===== src/bcr_pkg.sv =====
// Purpose: shared constants of the ber tally and resync block
// Assumes: 8-bit register address, 32-bit register data
// Notes:   offsets are byte addresses of 32-bit words
package bcr_pkg;
  // register offsets
  localparam logic [7:0]  REG_CTRL     = 8'h00;
  localparam logic [7:0]  REG_THRESH   = 8'h04;
  localparam logic [7:0]  REG_TARGET   = 8'h08;
  localparam logic [7:0]  REG_STATUS   = 8'h0c;
  localparam logic [7:0]  REG_PUB_BITS = 8'h10;
  localparam logic [7:0]  REG_PUB_ERRS = 8'h14;
  localparam logic [7:0]  REG_PUB_LOSS = 8'h18;
  localparam logic [7:0]  REG_PROGRESS = 8'h1c;
  localparam logic [7:0]  REG_LOG_BITS = 8'h20;
  localparam logic [7:0]  REG_LOG_ERRS = 8'h24;
  localparam logic [7:0]  REG_LOG_CNT  = 8'h28;
  // control and threshold field positions
  localparam int          CTRL_START   = 0;
  localparam int          CTRL_STOP    = 1;
  localparam int          CTRL_CLEAR   = 2;
  localparam int          CTRL_MODE_LO = 4;
  localparam int          CTRL_RELOCK  = 8;
  localparam int          CTRL_KEEP    = 9;
  localparam int          CTRL_ERRMODE = 10;
  localparam int          THR_YSEL_LO  = 16;
  // measurement modes
  localparam logic [1:0]  MODE_CONT    = 2'h0;
  localparam logic [1:0]  MODE_SINGLE  = 2'h1;
  localparam logic [1:0]  MODE_ENDLESS = 2'h2;
  // window lengths
  localparam logic [15:0] WIN_500      = 16'h01f4;
  localparam logic [15:0] WIN_5000     = 16'h1388;
  localparam logic [15:0] WIN_50000    = 16'hc350;
  // reset values
  localparam logic [1:0]  RST_MODE     = MODE_SINGLE;
  localparam logic [15:0] RST_X        = 16'h00c8;
  localparam logic [1:0]  RST_YSEL     = 2'h0;
  localparam logic [31:0] RST_TARGET   = 32'h000003e8;
  // limits and timing counts
  localparam logic [31:0] BITS_MAX     = 32'hffffffff;
  localparam logic [15:0] LOSS_MAX     = 16'hffff;
  localparam logic [4:0]  SYNC_LEN     = 5'h12;
  // run states
  typedef enum logic [1:0] {ST_STOP, ST_SYNC, ST_MEAS} bcr_state_e;
endpackage


===== src/bcr_sync.sv =====
// Purpose: two-flop synchroniser for a group of slow inputs
// Assumes: inputs change no faster than a few clk periods
// Notes:   first stage is read only by the second stage
`timescale 1ns/100ps
`default_nettype none
module bcr_sync #(
  parameter int W = 2
) (
  // clock and reset
  input  wire logic         clk_in,
  input  wire logic         rst_b_in,
  // async side and synced side
  input  wire logic [W-1:0] async_in,
  output logic      [W-1:0] sync_out
);
  logic [W-1:0] meta_r;
  logic [W-1:0] meta_nxt;
  logic [W-1:0] sync_nxt;

  always_comb
  begin
    meta_nxt = async_in;
    sync_nxt = meta_r;
  end

  always_ff @(posedge clk_in or negedge rst_b_in)
  begin
    if (!rst_b_in)
    begin
      meta_r   <= '0;
      sync_out <= '0;
    end
    else
    begin
      meta_r   <= meta_nxt;
      sync_out <= sync_nxt;
    end
  end
endmodule
`default_nettype wire


===== src/bcr_ber_count.sv =====
// Purpose: ber tally, count clear and lost-lock resync supervision
// Assumes: link clock and data from the device under test are async
// Notes:   reference pattern is a self-seeded pn9 (x^9+x^5+1)
// Operation
// RULE1 - count clear ignored in continuous mode
// RULE2 - running clear zeroes tallies, keeps lock state
// RULE3 - running clear leaves progress untouched
// RULE4 - running clear logs rate at clear start
// RULE5 - stopped clear zeroes bits, rate, progress, no log
// RULE6 - continuous publishes at completion, then restarts
// RULE7 - single/endless publish live, freeze at end
// RULE8 - relock enabled: detect loss and resynchronise
// RULE9 - relock disabled: no loss detection at all
// RULE10 - loss when X errors within Y bits
// RULE11 - Y is 500/5000/50000, X 1..Y/2
// RULE12 - threshold and action only with relock enabled
// RULE13 - loss action clears or keeps bit tally
// RULE14 - loss halts counting; default 200 in 500
// RULE15 - always sync first, count only when locked
// RULE16 - operator picks 50/500 below 0.3 percent
// RULE17 - single run ends at 65535 losses
// RULE18 - loss count increments, zeroed at run start
//
// Local design decisions: strobed register access and the register offsets.
`timescale 1ns/100ps
`default_nettype none
module bcr_ber_count (
  // clock and reset
  input  wire logic        clk_in,
  input  wire logic        rst_b_in,
  // register port
  input  wire logic [7:0]  addr_in,
  input  wire logic [31:0] wr_data_in,
  input  wire logic        wr_in,
  input  wire logic        rd_in,
  output logic      [31:0] rd_data_out,
  // link from device under test
  input  wire logic        link_clk_in,
  input  wire logic        link_data_in,
  // status
  output logic             locked_out,
  output logic             running_out
);
  logic [1:0]  lnk_s;
  logic        lclk_prev_r;
  logic        bit_evt;
  logic        rx;
  logic        exp_bit;
  logic        err;

  bcr_sync #(.W(2)) u_sync (
    .clk_in   (clk_in),
    .rst_b_in (rst_b_in),
    .async_in ({link_clk_in, link_data_in}),
    .sync_out (lnk_s)
  );

  // configuration group
  logic [1:0]  mode_r, mode_nxt;
  logic        relock_r, relock_nxt;
  logic        keep_r, keep_nxt;
  logic        errmode_r, errmode_nxt;
  logic [15:0] x_r, x_nxt;
  logic [1:0]  ysel_r, ysel_nxt;
  logic [31:0] target_r, target_nxt;
  logic        wr_ctrl;
  logic        clr_req, start_req, stop_req;

  // run group
  bcr_pkg::bcr_state_e state_r, state_nxt;
  logic [8:0]  pn_r, pn_nxt;
  logic [4:0]  good_r, good_nxt;
  logic [31:0] bits_r, bits_nxt, errs_r, errs_nxt, prog_r, prog_nxt;
  logic [15:0] loss_r, loss_nxt, win_r, win_nxt, werr_r, werr_nxt;
  logic [31:0] pub_bits_r, pub_bits_nxt, pub_errs_r, pub_errs_nxt;
  logic [15:0] pub_loss_r, pub_loss_nxt, log_cnt_r, log_cnt_nxt;
  logic [31:0] log_bits_r, log_bits_nxt, log_errs_r, log_errs_nxt;
  logic        done_r, done_nxt;
  logic [15:0] y_len, x_eff, werr_sum;
  logic [31:0] tgt_eff;
  logic        loss_hit, done_hit, run_clr;
  logic [31:0] rd_nxt;

  always_comb
  begin
    bit_evt  = lnk_s[1] & ~lclk_prev_r;
    rx       = lnk_s[0];
    exp_bit  = pn_r[8] ^ pn_r[4];
    err      = rx ^ exp_bit;
    wr_ctrl  = wr_in && (addr_in == bcr_pkg::REG_CTRL);
    start_req = wr_ctrl && wr_data_in[bcr_pkg::CTRL_START];
    stop_req  = wr_ctrl && wr_data_in[bcr_pkg::CTRL_STOP];
    clr_req   = wr_ctrl && wr_data_in[bcr_pkg::CTRL_CLEAR]
                && (mode_r != bcr_pkg::MODE_CONT); // RULE1
    run_clr   = clr_req && (state_r != bcr_pkg::ST_STOP);
    // only three window lengths exist; a stray code falls back to 500
    case (ysel_r)
      2'h1:    y_len = bcr_pkg::WIN_5000; // RULE11
      2'h2:    y_len = bcr_pkg::WIN_50000;
      default: y_len = bcr_pkg::WIN_500;
    endcase
    if (x_r == 16'h0000)
      x_eff = 16'h0001; // RULE11
    else if (x_r > (y_len >> 1))
      x_eff = y_len >> 1;
    else
      x_eff = x_r;
    werr_sum = werr_r + {15'h0000, err};
    loss_hit = (state_r == bcr_pkg::ST_MEAS) && bit_evt && relock_r
               && (werr_sum >= x_eff); // RULE8 RULE9 RULE10 RULE12
    tgt_eff  = (mode_r == bcr_pkg::MODE_ENDLESS) ? bcr_pkg::BITS_MAX : target_r;
    done_hit = (state_r == bcr_pkg::ST_MEAS)
               && ((prog_r >= tgt_eff)
                   || (errmode_r && (bits_r == bcr_pkg::BITS_MAX))
                   || (relock_r && (loss_r == bcr_pkg::LOSS_MAX))); // RULE17
  end

  always_comb
  begin
    mode_nxt    = mode_r;
    relock_nxt  = relock_r;
    keep_nxt    = keep_r;
    errmode_nxt = errmode_r;
    x_nxt       = x_r;
    ysel_nxt    = ysel_r;
    target_nxt  = target_r;
    if (wr_ctrl)
    begin
      mode_nxt    = wr_data_in[bcr_pkg::CTRL_MODE_LO +: 2];
      relock_nxt  = wr_data_in[bcr_pkg::CTRL_RELOCK];
      keep_nxt    = wr_data_in[bcr_pkg::CTRL_KEEP];
      errmode_nxt = wr_data_in[bcr_pkg::CTRL_ERRMODE];
    end
    if (wr_in && (addr_in == bcr_pkg::REG_THRESH))
    begin
      x_nxt    = wr_data_in[15:0];
      ysel_nxt = wr_data_in[bcr_pkg::THR_YSEL_LO +: 2];
    end
    if (wr_in && (addr_in == bcr_pkg::REG_TARGET))
      target_nxt = wr_data_in;
  end

  always_comb
  begin
    state_nxt    = state_r;
    pn_nxt       = pn_r;
    good_nxt     = good_r;
    bits_nxt     = bits_r;
    errs_nxt     = errs_r;
    prog_nxt     = prog_r;
    loss_nxt     = loss_r;
    win_nxt      = win_r;
    werr_nxt     = werr_r;
    pub_bits_nxt = pub_bits_r;
    pub_errs_nxt = pub_errs_r;
    pub_loss_nxt = pub_loss_r;
    log_bits_nxt = log_bits_r;
    log_errs_nxt = log_errs_r;
    log_cnt_nxt  = log_cnt_r;
    done_nxt     = done_r;
    if ((mode_r != bcr_pkg::MODE_CONT) && (state_r != bcr_pkg::ST_STOP))
    begin
      pub_bits_nxt = bits_r; // RULE7
      pub_errs_nxt = errs_r;
      pub_loss_nxt = loss_r;
    end
    case (state_r)
      bcr_pkg::ST_STOP:
      begin
      end
      bcr_pkg::ST_SYNC:
      begin
        if (bit_evt)
        begin
          pn_nxt   = {pn_r[7:0], rx};
          good_nxt = err ? 5'h00 : good_r + 5'h01;
          if (!err && (good_r + 5'h01 == bcr_pkg::SYNC_LEN))
          begin
            state_nxt = bcr_pkg::ST_MEAS; // RULE15
            win_nxt   = 16'h0000;
            werr_nxt  = 16'h0000;
          end
        end
      end
      bcr_pkg::ST_MEAS:
      begin
        if (done_hit && (mode_r == bcr_pkg::MODE_CONT))
        begin
          pub_bits_nxt = bits_r; // RULE6
          pub_errs_nxt = errs_r;
          pub_loss_nxt = loss_r;
          state_nxt    = bcr_pkg::ST_SYNC;
          good_nxt     = 5'h00;
          bits_nxt     = 32'h00000000;
          errs_nxt     = 32'h00000000;
          prog_nxt     = 32'h00000000;
          loss_nxt     = 16'h0000;
        end
        else if (done_hit)
        begin
          state_nxt = bcr_pkg::ST_STOP;
          done_nxt  = 1'b1;
        end
        else if (loss_hit)
        begin
          state_nxt = bcr_pkg::ST_SYNC; // RULE14
          good_nxt  = 5'h00;
          loss_nxt  = loss_r + 16'h0001; // RULE18
          if (!keep_r)
            bits_nxt = 32'h00000000; // RULE13
        end
        else if (bit_evt)
        begin
          pn_nxt   = {pn_r[7:0], exp_bit};
          bits_nxt = bits_r + 32'h00000001;
          errs_nxt = errs_r + {31'h00000000, err};
          prog_nxt = prog_r + (errmode_r ? {31'h00000000, err} : 32'h00000001);
          if (win_r + 16'h0001 == y_len)
          begin
            win_nxt  = 16'h0000;
            werr_nxt = 16'h0000;
          end
          else
          begin
            win_nxt  = win_r + 16'h0001;
            werr_nxt = werr_sum;
          end
        end
      end
      default:
        state_nxt = bcr_pkg::ST_STOP;
    endcase
    if (clr_req && (state_r == bcr_pkg::ST_STOP))
    begin
      bits_nxt = 32'h00000000; // RULE5
      errs_nxt = 32'h00000000;
      prog_nxt = 32'h00000000;
      // the frozen bit and error result is all software can see, so it clears as well
      pub_bits_nxt = 32'h00000000;
      pub_errs_nxt = 32'h00000000;
    end
    else if (run_clr)
    begin
      log_bits_nxt = bits_r; // RULE4
      log_errs_nxt = errs_r;
      log_cnt_nxt  = log_cnt_r + 16'h0001;
      bits_nxt     = 32'h00000000; // RULE2
      errs_nxt     = 32'h00000000;
      loss_nxt     = 16'h0000;
      prog_nxt     = prog_r; // RULE3
    end
    if (start_req)
    begin
      state_nxt = bcr_pkg::ST_SYNC; // RULE15
      good_nxt  = 5'h00;
      bits_nxt  = 32'h00000000;
      errs_nxt  = 32'h00000000;
      prog_nxt  = 32'h00000000;
      loss_nxt  = 16'h0000; // RULE18
      done_nxt  = 1'b0;
    end
    if (stop_req)
      state_nxt = bcr_pkg::ST_STOP;
  end

  always_comb
  begin
    rd_nxt = 32'h00000000;
    if (rd_in)
    begin
      case (addr_in)
        bcr_pkg::REG_CTRL:     rd_nxt = {21'h000000, errmode_r, keep_r, relock_r,
                                         2'h0, mode_r, 4'h0};
        bcr_pkg::REG_THRESH:   rd_nxt = {14'h0000, ysel_r, x_r};
        bcr_pkg::REG_TARGET:   rd_nxt = target_r;
        bcr_pkg::REG_STATUS:   rd_nxt = {29'h00000000, done_r, state_r};
        bcr_pkg::REG_PUB_BITS: rd_nxt = pub_bits_r;
        bcr_pkg::REG_PUB_ERRS: rd_nxt = pub_errs_r;
        bcr_pkg::REG_PUB_LOSS: rd_nxt = {16'h0000, pub_loss_r};
        bcr_pkg::REG_PROGRESS: rd_nxt = prog_r;
        bcr_pkg::REG_LOG_BITS: rd_nxt = log_bits_r;
        bcr_pkg::REG_LOG_ERRS: rd_nxt = log_errs_r;
        bcr_pkg::REG_LOG_CNT:  rd_nxt = {16'h0000, log_cnt_r};
        default:               rd_nxt = 32'h00000000;
      endcase
    end
  end

  always_ff @(posedge clk_in or negedge rst_b_in)
  begin
    if (!rst_b_in)
    begin
      mode_r <= bcr_pkg::RST_MODE;
      relock_r <= 1'b1;
      keep_r <= 1'b0;
      errmode_r <= 1'b0;
      x_r <= bcr_pkg::RST_X; // RULE14
      ysel_r <= bcr_pkg::RST_YSEL;
      target_r <= bcr_pkg::RST_TARGET;
      lclk_prev_r <= 1'b0;
      state_r <= bcr_pkg::ST_STOP;
      pn_r <= 9'h000;
      good_r <= 5'h00;
      bits_r <= 32'h00000000;
      errs_r <= 32'h00000000;
      prog_r <= 32'h00000000;
      loss_r <= 16'h0000;
      win_r <= 16'h0000;
      werr_r <= 16'h0000;
      pub_bits_r <= 32'h00000000;
      pub_errs_r <= 32'h00000000;
      pub_loss_r <= 16'h0000;
      log_bits_r <= 32'h00000000;
      log_errs_r <= 32'h00000000;
      log_cnt_r <= 16'h0000;
      done_r <= 1'b0;
      rd_data_out <= 32'h00000000;
      locked_out <= 1'b0;
      running_out <= 1'b0;
    end
    else
    begin
      mode_r <= mode_nxt;
      relock_r <= relock_nxt;
      keep_r <= keep_nxt;
      errmode_r <= errmode_nxt;
      x_r <= x_nxt;
      ysel_r <= ysel_nxt;
      target_r <= target_nxt;
      lclk_prev_r <= lnk_s[1];
      state_r <= state_nxt;
      pn_r <= pn_nxt;
      good_r <= good_nxt;
      bits_r <= bits_nxt;
      errs_r <= errs_nxt;
      prog_r <= prog_nxt;
      loss_r <= loss_nxt;
      win_r <= win_nxt;
      werr_r <= werr_nxt;
      pub_bits_r <= pub_bits_nxt;
      pub_errs_r <= pub_errs_nxt;
      pub_loss_r <= pub_loss_nxt;
      log_bits_r <= log_bits_nxt;
      log_errs_r <= log_errs_nxt;
      log_cnt_r <= log_cnt_nxt;
      done_r <= done_nxt;
      rd_data_out <= rd_nxt;
      locked_out <= (state_nxt == bcr_pkg::ST_MEAS);
      running_out <= (state_nxt != bcr_pkg::ST_STOP);
    end
  end

  property p_clr_ignored;
    @(posedge clk_in) disable iff (!rst_b_in)
    (wr_ctrl && wr_data_in[bcr_pkg::CTRL_CLEAR] && (mode_r == bcr_pkg::MODE_CONT))
    |=> (log_cnt_r == $past(log_cnt_r));
  endproperty
  a_clr_ignored: assert property (p_clr_ignored) else $error("clear acted in continuous"); // RULE1

  property p_run_clr;
    @(posedge clk_in) disable iff (!rst_b_in)
    (run_clr && !start_req && !stop_req && !bit_evt && !done_hit)
    |=> (bits_r == 32'h0) && (errs_r == 32'h0) && (loss_r == 16'h0)
        && (state_r == $past(state_r)) && (prog_r == $past(prog_r));
  endproperty
  a_run_clr: assert property (p_run_clr) else $error("running clear wrong"); // RULE2 RULE3

  property p_log;
    @(posedge clk_in) disable iff (!rst_b_in)
    run_clr |=> (log_bits_r == $past(bits_r)) && (log_errs_r == $past(errs_r))
                && (log_cnt_r == $past(log_cnt_r) + 16'h0001);
  endproperty
  a_log: assert property (p_log) else $error("clear log entry wrong"); // RULE4

  property p_stop_clr;
    @(posedge clk_in) disable iff (!rst_b_in)
    (clr_req && (state_r == bcr_pkg::ST_STOP) && !start_req)
    |=> (bits_r == 32'h0) && (prog_r == 32'h0) && (pub_bits_r == 32'h0)
        && $stable(log_cnt_r);
  endproperty
  a_stop_clr: assert property (p_stop_clr) else $error("stopped clear wrong"); // RULE5

  property p_cont_hold;
    @(posedge clk_in) disable iff (!rst_b_in)
    ((mode_r == bcr_pkg::MODE_CONT) && !done_hit) |=> $stable(pub_bits_r);
  endproperty
  a_cont_hold: assert property (p_cont_hold) else $error("continuous published early"); // RULE6

  property p_live;
    @(posedge clk_in) disable iff (!rst_b_in)
    ((state_r == bcr_pkg::ST_MEAS) && (mode_r != bcr_pkg::MODE_CONT))
    |=> (pub_bits_r == $past(bits_r)) && (pub_errs_r == $past(errs_r));
  endproperty
  a_live: assert property (p_live) else $error("live publish missing"); // RULE7

  property p_no_detect;
    @(posedge clk_in) disable iff (!rst_b_in)
    (!relock_r && (state_r == bcr_pkg::ST_MEAS) && !done_hit && !start_req && !stop_req)
    |=> (state_r == bcr_pkg::ST_MEAS);
  endproperty
  a_no_detect: assert property (p_no_detect) else $error("loss seen with relock off"); // RULE9

  property p_loss;
    @(posedge clk_in) disable iff (!rst_b_in)
    (loss_hit && !done_hit && !run_clr && !start_req && !stop_req)
    |=> (state_r == bcr_pkg::ST_SYNC) && (loss_r == $past(loss_r) + 16'h0001);
  endproperty
  a_loss: assert property (p_loss) else $error("loss not handled"); // RULE10 RULE18

  property p_sync_nocount;
    @(posedge clk_in) disable iff (!rst_b_in)
    ((state_r == bcr_pkg::ST_SYNC) && !start_req && !clr_req) |=> $stable(bits_r);
  endproperty
  a_sync_nocount: assert property (p_sync_nocount) else $error("counted before lock"); // RULE15
endmodule
`default_nettype wire


===== config.mk =====
export PLATFORM = sky130hd
export DESIGN_NAME = bcr_ber_count
export DESIGN_NICKNAME = d
export VERILOG_FILES = /design/src/bcr_pkg.sv /design/src/bcr_sync.sv /design/src/bcr_ber_count.sv
export SDC_FILE = /design/constraint.sdc
export NUM_CORES = 1
export LEC_CHECK = 0
export BUFFER_PORTS_ARGS = -buffer_cell sky130_fd_sc_hd__buf_2
export CAP_MARGIN = 30
export CORE_MARGIN = 4
export CORE_UTILIZATION = 60
export DETAILED_ROUTE_END_ITERATION = 16
export PLACE_DENSITY = 0.78
export RECOVER_POWER = 25
export SLEW_MARGIN = 5
export SYNTH_ARGS = -nofsm -noshare
export SYNTH_HDL_FRONTEND = slang
export SYNTH_SLANG_ARGS = --single-unit

===== constraint.sdc =====
create_clock -name clk_in -period 6.9 [get_ports clk_in]
set_clock_uncertainty 0.15 [all_clocks]
set_input_delay 1.035 -clock clk_in [delete_from_list [all_inputs] [get_ports clk_in]]
set_output_delay 1.035 -clock clk_in [all_outputs]
set_load 0.01 [all_outputs]

Yosys cells after proc, flatten, opt, wreduce, memory -nomap -nowiden
Index checks and enable logic that the tools add are counted.
- register bits after elaboration: 415
- bits of input ports: 46
- output and inout port bits: 34
- logic and storage cells: 215
- add/subtract/negate cells: 8
- magnitude comparators: 3
- eq/ne operators: 36
- multiplexer cells: 89
- bitwise operators: 5
- reductions and logical operators: 45
- operators by type and width (kind ; number):
    $mux 32 ; 35
    $mux 16 ; 24
    $pmux 32 s11 ; 1
    $pmux 16 s2 ; 3
    $add 32x1->32 ; 2
    $add 16x1->16 const B ; 3
    $mux 9 ; 5
    $add 32x1->32 const B ; 1
    $eq 32x32->1 const B ; 1
    $eq 8x5->1 const B ; 4
    $ge 32x32->1 ; 1
    $mux 5 ; 6
    $eq 8x6->1 const B ; 3
    $logic_and 1x1->1 ; 18
    $pmux 9 s2 ; 1
    $add 16x1->16 ; 1
    $eq 16x16->1 ; 1
    $eq 16x16->1 const B ; 1
    $eq 8x4->1 const B ; 2
    $ge 16x16->1 ; 1
    $gt 16x15->1 ; 1
    $logic_not 16->1 ; 1
    $mux 2 ; 7
    $ne 2x2->1 const B ; 7
    32 further kinds ; 56

Longest topological paths before layout
- depth after elaboration: 14
- gate-level depth with buffers: 24
- gate-level depth less buffers: 21

By module
A second synthesis with hierarchy kept.
- cell total of the unflattened synthesis: 2334
- area total of the unflattened synthesis: 22394.0 µm²
- by module, submodules not included (module ; times used ; cells an instance ; area each (µm²) ; seq. area each (µm²)):
    bcr_ber_count ; 1 ; 2330 ; 22293.9 ; 10298.6
    bcr_sync ; 1 ; 4 ; 100.1 ; 100.1

Least setup slack after synthesis
No wires, ideal clock.
- path type: flip-flop to flip-flop
- from: register ysel_r[1]
- to: register prog_r[7]
- data arrival time: 5417 ps
- required time: 6614 ps
- slack: 1198 ps
- cell stages (with the launch flop): 24
- buffers on the path: 4
- period minus slack after synthesis: 5702 ps
- cell sequence: dfrtp_1 inv_1 ha_1 clkbuf_1 inv_1 ha_1 a211o_1 a21o_1 a211o_1 o22ai_1 clkbuf_1 mux2_2 nand2_1 ha_1 o211ai_1 a21oi_1 o41ai_1 a21boi_0 o211ai_1 a311oi_1 buf_2 buf_2 o41ai_1 a21oi_1
- cells in the longest elaborated chain, start to end: 9
- ends and longest elaborated chain (element ; RTL line ; RTL):
    start: declaration ; bcr_ber_count.sv:64 ; logic [1:0] ysel_r, ysel_nxt;
    start signal: assignment ; bcr_ber_count.sv:298 ; ysel_r <= bcr_pkg::RST_YSEL;
    start signal: assignment ; bcr_ber_count.sv:328 ; ysel_r <= ysel_nxt;
    $eq 2x2->1 or $eq 2x1->1 (tied branches) ; bcr_ber_count.sv:97 ; case (ysel_r)
    $pmux 16 s2 (*) ; bcr_ber_count.sv:97 ;
    $gt 16x15->1 ; bcr_ber_count.sv:104 ; else if (x_r > (y_len >> 1))
    $mux 16 (*) ; bcr_ber_count.sv:104 ;
    $mux 16 (*) ; bcr_ber_count.sv:102 ; if (x_r == 16'h0000)
    $ge 16x16->1 (*) ; bcr_ber_count.sv:110 ; && (werr_sum >= x_eff);
    $logic_and 1x1->1 (*) ; bcr_ber_count.sv:110 ;
    $ne 4x2->1 (no line) (*) ; - ;
    $reduce_and 5->1 (no line) (*) ; - ;
    end signal: assignment ; bcr_ber_count.sv:336 ; prog_r <= prog_nxt;
    end: declaration ; bcr_ber_count.sv:73 ; logic [31:0] bits_r, bits_nxt, errs_r, errs_nxt, prog_r, prog_nxt;
Mark *: on every way between the ends. The rest lies on a longest branch, timed or not.
A chain may end at the register's enable or synchronous reset.

Worst setup path in the final report
- from: register ysel_r[1]
- to: register pn_r[2]
- cells in the longest elaborated chain, start to end: 9
- ends and longest elaborated chain (element ; RTL line ; RTL):
    $eq 2x2->1 or $eq 2x1->1 (tied branches) ; bcr_ber_count.sv:97 ;
    $pmux 16 s2 (*) ; bcr_ber_count.sv:97 ;
    $gt 16x15->1 ; bcr_ber_count.sv:104 ;
    $mux 16 (*) ; bcr_ber_count.sv:104 ;
    $mux 16 (*) ; bcr_ber_count.sv:102 ;
    $ge 16x16->1 (*) ; bcr_ber_count.sv:110 ;
    $logic_and 1x1->1 (*) ; bcr_ber_count.sv:110 ;
    $ne 2x2->1 (no line) (*) ; - ;
    $reduce_and 6->1 (no line) (*) ; - ;
    end signal: assignment ; bcr_ber_count.sv:332 ; pn_r <= pn_nxt;
    end: declaration ; bcr_ber_count.sv:71 ; logic [8:0] pn_r, pn_nxt;
Marks and branches as above.

==> flow_metrics.py <==
metrics = {
    "route": {
        "wl_met2_um": 30200,
        "antenna_left": 0,
        "drt_iter0_markers": 2708,
        "wl_met1_um": 28100,
        "maxUsedRoutingLayer": "met4",
        "vias": 20100,
        "avgRoutedWirePerCell_um": 24.2,
        "drc": 0,
        "drtPass1Iterations": 7,
        "detail_route.vias_per_cell": 6.90,
        "finalWirelength_um": 70700,
        "wl_met3_um": 8980,
    },
    "sta": {
        "finalMaxSlewViolations": 227,
        "period_needed_ps": 6300,
        "finalSetupViolations": 0,
        "tightest_slew_ps": 3020,
        "finalSetupTns_ps": 0,
        "relSlewSlack_pct": -101,
        "grt_setup_unrepaired": "false",
        "max_freq_ghz": 0.159,
        "post-route-period-util_pct": 91.3,
        "timing.final.hold_violations": 0,
    },
    "power": {
        "p_sw_mw": 1.47,
        "switching_share_pct": 25.3,
        "p_int_mw": 4.35,
        "fin_total_pwr_mw": 5.82,
        "p_clk_share_pct": 44.7,
        "p_seq_share_pct": 45.8,
        "power_leakage_nw": 10.9,
        "vdd_drop_max_mv": 0.188,
        "p_per_area_nw_per_um2": 239,
        "power.share.combinational_pct": 9.5,
    },
    "global_route": {
        "grt_pass1_wl_um": 109000,
        "grt_max_degree": 139,
        "grt_pass1_vias": 19100,
        "grt-ovfl-total": 0,
        "grt_antenna_before_repair": 0,
        "grt.total_usage_pct": 35.0,
    },
    "floorplan": {
        "floorplan.initialDensity_pct": 61.4,
        "dieArea_um2": 39900,
        "die_y_um": 200,
        "coreArea_um2": 35900,
        "die_x_um": 200,
        "rows": 69,
        "io_pins": 80,
    },
    "final_layout": {
        "layout_common_cells": "nand2_1, dfrtp_1, a21oi_1, o21ai_0, nor2_1",
        "drive_gt1_share_pct": 12.9,
        "final_common_cell": "nand2_1",
        "multi_input_area_um2": 10900,
        "final_nets": 2548,
        "synthToLayoutAreaGrowth_pct": 10.7,
        "regArea_um2": 10400,
        "fillers": 2783,
        "post-route-cell-area_um2": 24400,
        "antenna-diode-count": 0,
    },
    "worst_setup_path": {
        "regToRegSetupSlack_ps": 600,
        "start_kind": "register",
        "cp.arrival_ps": 6600,
        "worstSetupPathType": "reg2reg",
        "crit_fanout": 9,
        "endpoint_kind": "register",
        "cp_data_required_time_ps": 7200,
    },
    "logic_synthesis": {
        "ys_types": 77,
        "synth_area_per_cell_um2": 9.13,
        "ys.flop_type": "dfrtp_1",
        "ys_seq_area_share_pct": 47.2,
        "syn_inst": 2414,
        "ys_async_sr_fraction_pct": 100,
        "synth-edff-count": 0,
        "yosysWarnings": 0,
        "yosys_register_bits": 415,
        "synth_fp_nets": 2533,
        "syn_area_um2": 22000,
    },
    "cts": {
        "cts-buffers-inserted": 44,
        "cts-root-buf": "clkbuf_16",
        "cts_tree": "done",
        "cts_hold_buf": 0,
        "clkTransAtPathRegs_ps": 60,
        "insertion_delay_ps": 590,
        "clk_path_buf_depth": 3,
        "clock-sinks": 415,
        "htreeDepth": 2,
    },
    "placement": {
        "place_area_um2": 22900,
        "dp_hpwl_um": 48100,
        "place_congestion": 0.975,
        "portBuffers": 79,
    },
    "min_path": {
        "min_path_type": "reg2reg",
    },
    "job": {
        "cap_viol_max_count": 2,
    },
    "outcome": {
        "status": "finished with violations",
        "failed_checks": "max-capacitance violations, max-slew violations",
    },
}
-- repair_timing --
item / in CTS / in global routing
endpoints found under the setup margin: 0 / 2
resized for setup: 0 / 0
setup buffers: 0 / 2
-- final timing paths --
| check | endpoint | depth (start not counted) | from |
|---|---|---|---|
| worst min-delay path | u_sync.sync_out[0]$_DFF_PN0_ | 0 | u_sync.meta_r[0]$_DFF_PN0_ |
| max in group asynchronous | log_errs_r[28]$_DFFE_PN0P_ | 2 | rst_b_in |
| min in group asynchronous | x_r[13]$_DFFE_PN0P_ | 1 | rst_b_in |
| worst min register to register | u_sync.sync_out[0]$_DFF_PN0_ | 0 | u_sync.meta_r[0]$_DFF_PN0_ |
| worst max-delay path | pn_r[2]$_DFFE_PN0P_ | 20 | ysel_r[1]$_DFFE_PN0P_ |
| worst max register to register | pn_r[2]$_DFFE_PN0P_ | 20 | ysel_r[1]$_DFFE_PN0P_ |
-- cells in the mapped netlist (15+ instances only) --
master,count,share of area [%]
o21ai_0,122,2.8
o211ai_1,17,0.58
a21oi_1,151,3.4
dfrtp_1,404,46
a22oi_1,81,2.8
and3_1,41,1.2
and2_1,20,0.57
buf_1,15,0.26
mux2_2,75,3.8
nand2b_1,21,0.60
xnor2_1,23,0.91
a31oi_1,47,1.3
o31ai_1,26,0.89
nor2_1,108,1.8
nand2_1,487,8.3
buf_2,15,0.34
or4_1,15,0.51
a221oi_1,24,0.95
nand3_1,95,2.2
inv_1,47,0.80
nand4_1,56,1.6
nor3_1,36,0.82
a22o_1,30,1.2
ha_1,73,4.1
or3_1,47,1.3
clkbuf_1,119,2.0
-- registers in the layout, indices dropped and copies added, names as in the netlist, 32 cells and up --
register     count
rd_data_out     32
pub_bits_r      32
log_bits_r      32
errs_r          32
pub_errs_r      32
target_r        32
prog_r          32
log_errs_r      32
bits_r          32
-- final cells by class --
class | instances | share of cell area (%)
Clock buffer | 62 | 5.41
Clock inverter | 14 | 1.05
Inverter | 48 | 0.738
Multi-Input combinational cell | 1797 | 44.8
Sequential cell | 415 | 42.6
Tap cell | 461 | 2.36
Timing Repair Buffer | 123 | 3.03
-- metal layers --
layer	vias up	GRT usage [%]
li1	8791	-
met1	9865	50.1
met2	1275	50.7
met3	215	8.97
met4	0	15.5
met5	-	0
-- worst max-delay path, stage by stage, from the launching register on --
cell	delay, ps
dfrtp_1	420
inv_1	110
ha_1	470
inv_1	190
ha_1	330
a211o_1	270
a21o_1	180
a211o_1	290
o22ai_1	530
buf_4	270
mux2_2	340
nand2_1	70
ha_1	160
nand4_1	110
a211oi_1	240
o41ai_1	130
a21boi_0	280
o21ai_0	240
and3_1	260
o21ai_1	700
mux2_2	410
-- power by group through the flow --
stage | Clock [mW] | Sequential, mW | Combinational, mW
4_1_cts | 2.62 | 2.66 | 0.550
5_1_grt | 2.72 | 2.68 | 0.619
6_report | 2.60 | 2.67 | 0.553
2_1_floorplan | 0 | 2.65 | 0.384
3_5_place_dp | 0 | 2.71 | 0.545
3_3_place_gp | 0 | 2.70 | 0.519
-- logic make-up after synthesis --
| group | share of synthesized area (%) |
|---|---|
| and+or+nand+nor | 21.1 |
| DFF | 47.2 |
| AOI/OAI and AO/OA | 18.3 |
| buffers and inverters | 3.66 |
| adders and majority gates | 4.14 |
| muxes | 4.28 |
| other | 0.0170 |
| xor gates and xnor gates | 1.31 |
-- stage by stage --
stage          cells  util, %  hold slack (ps)  setup WS, ps
2_1_floorplan   2414        -              181          1200
3_3_place_gp    2839     63.6              189           783
6_report        2920     68.0              198           603
3_5_place_dp    2842     63.6              190           503
4_1_cts         2918     68.0              202           437
5_1_grt         2920     68.0              220           278
Power figures use the tool's default switching activity.
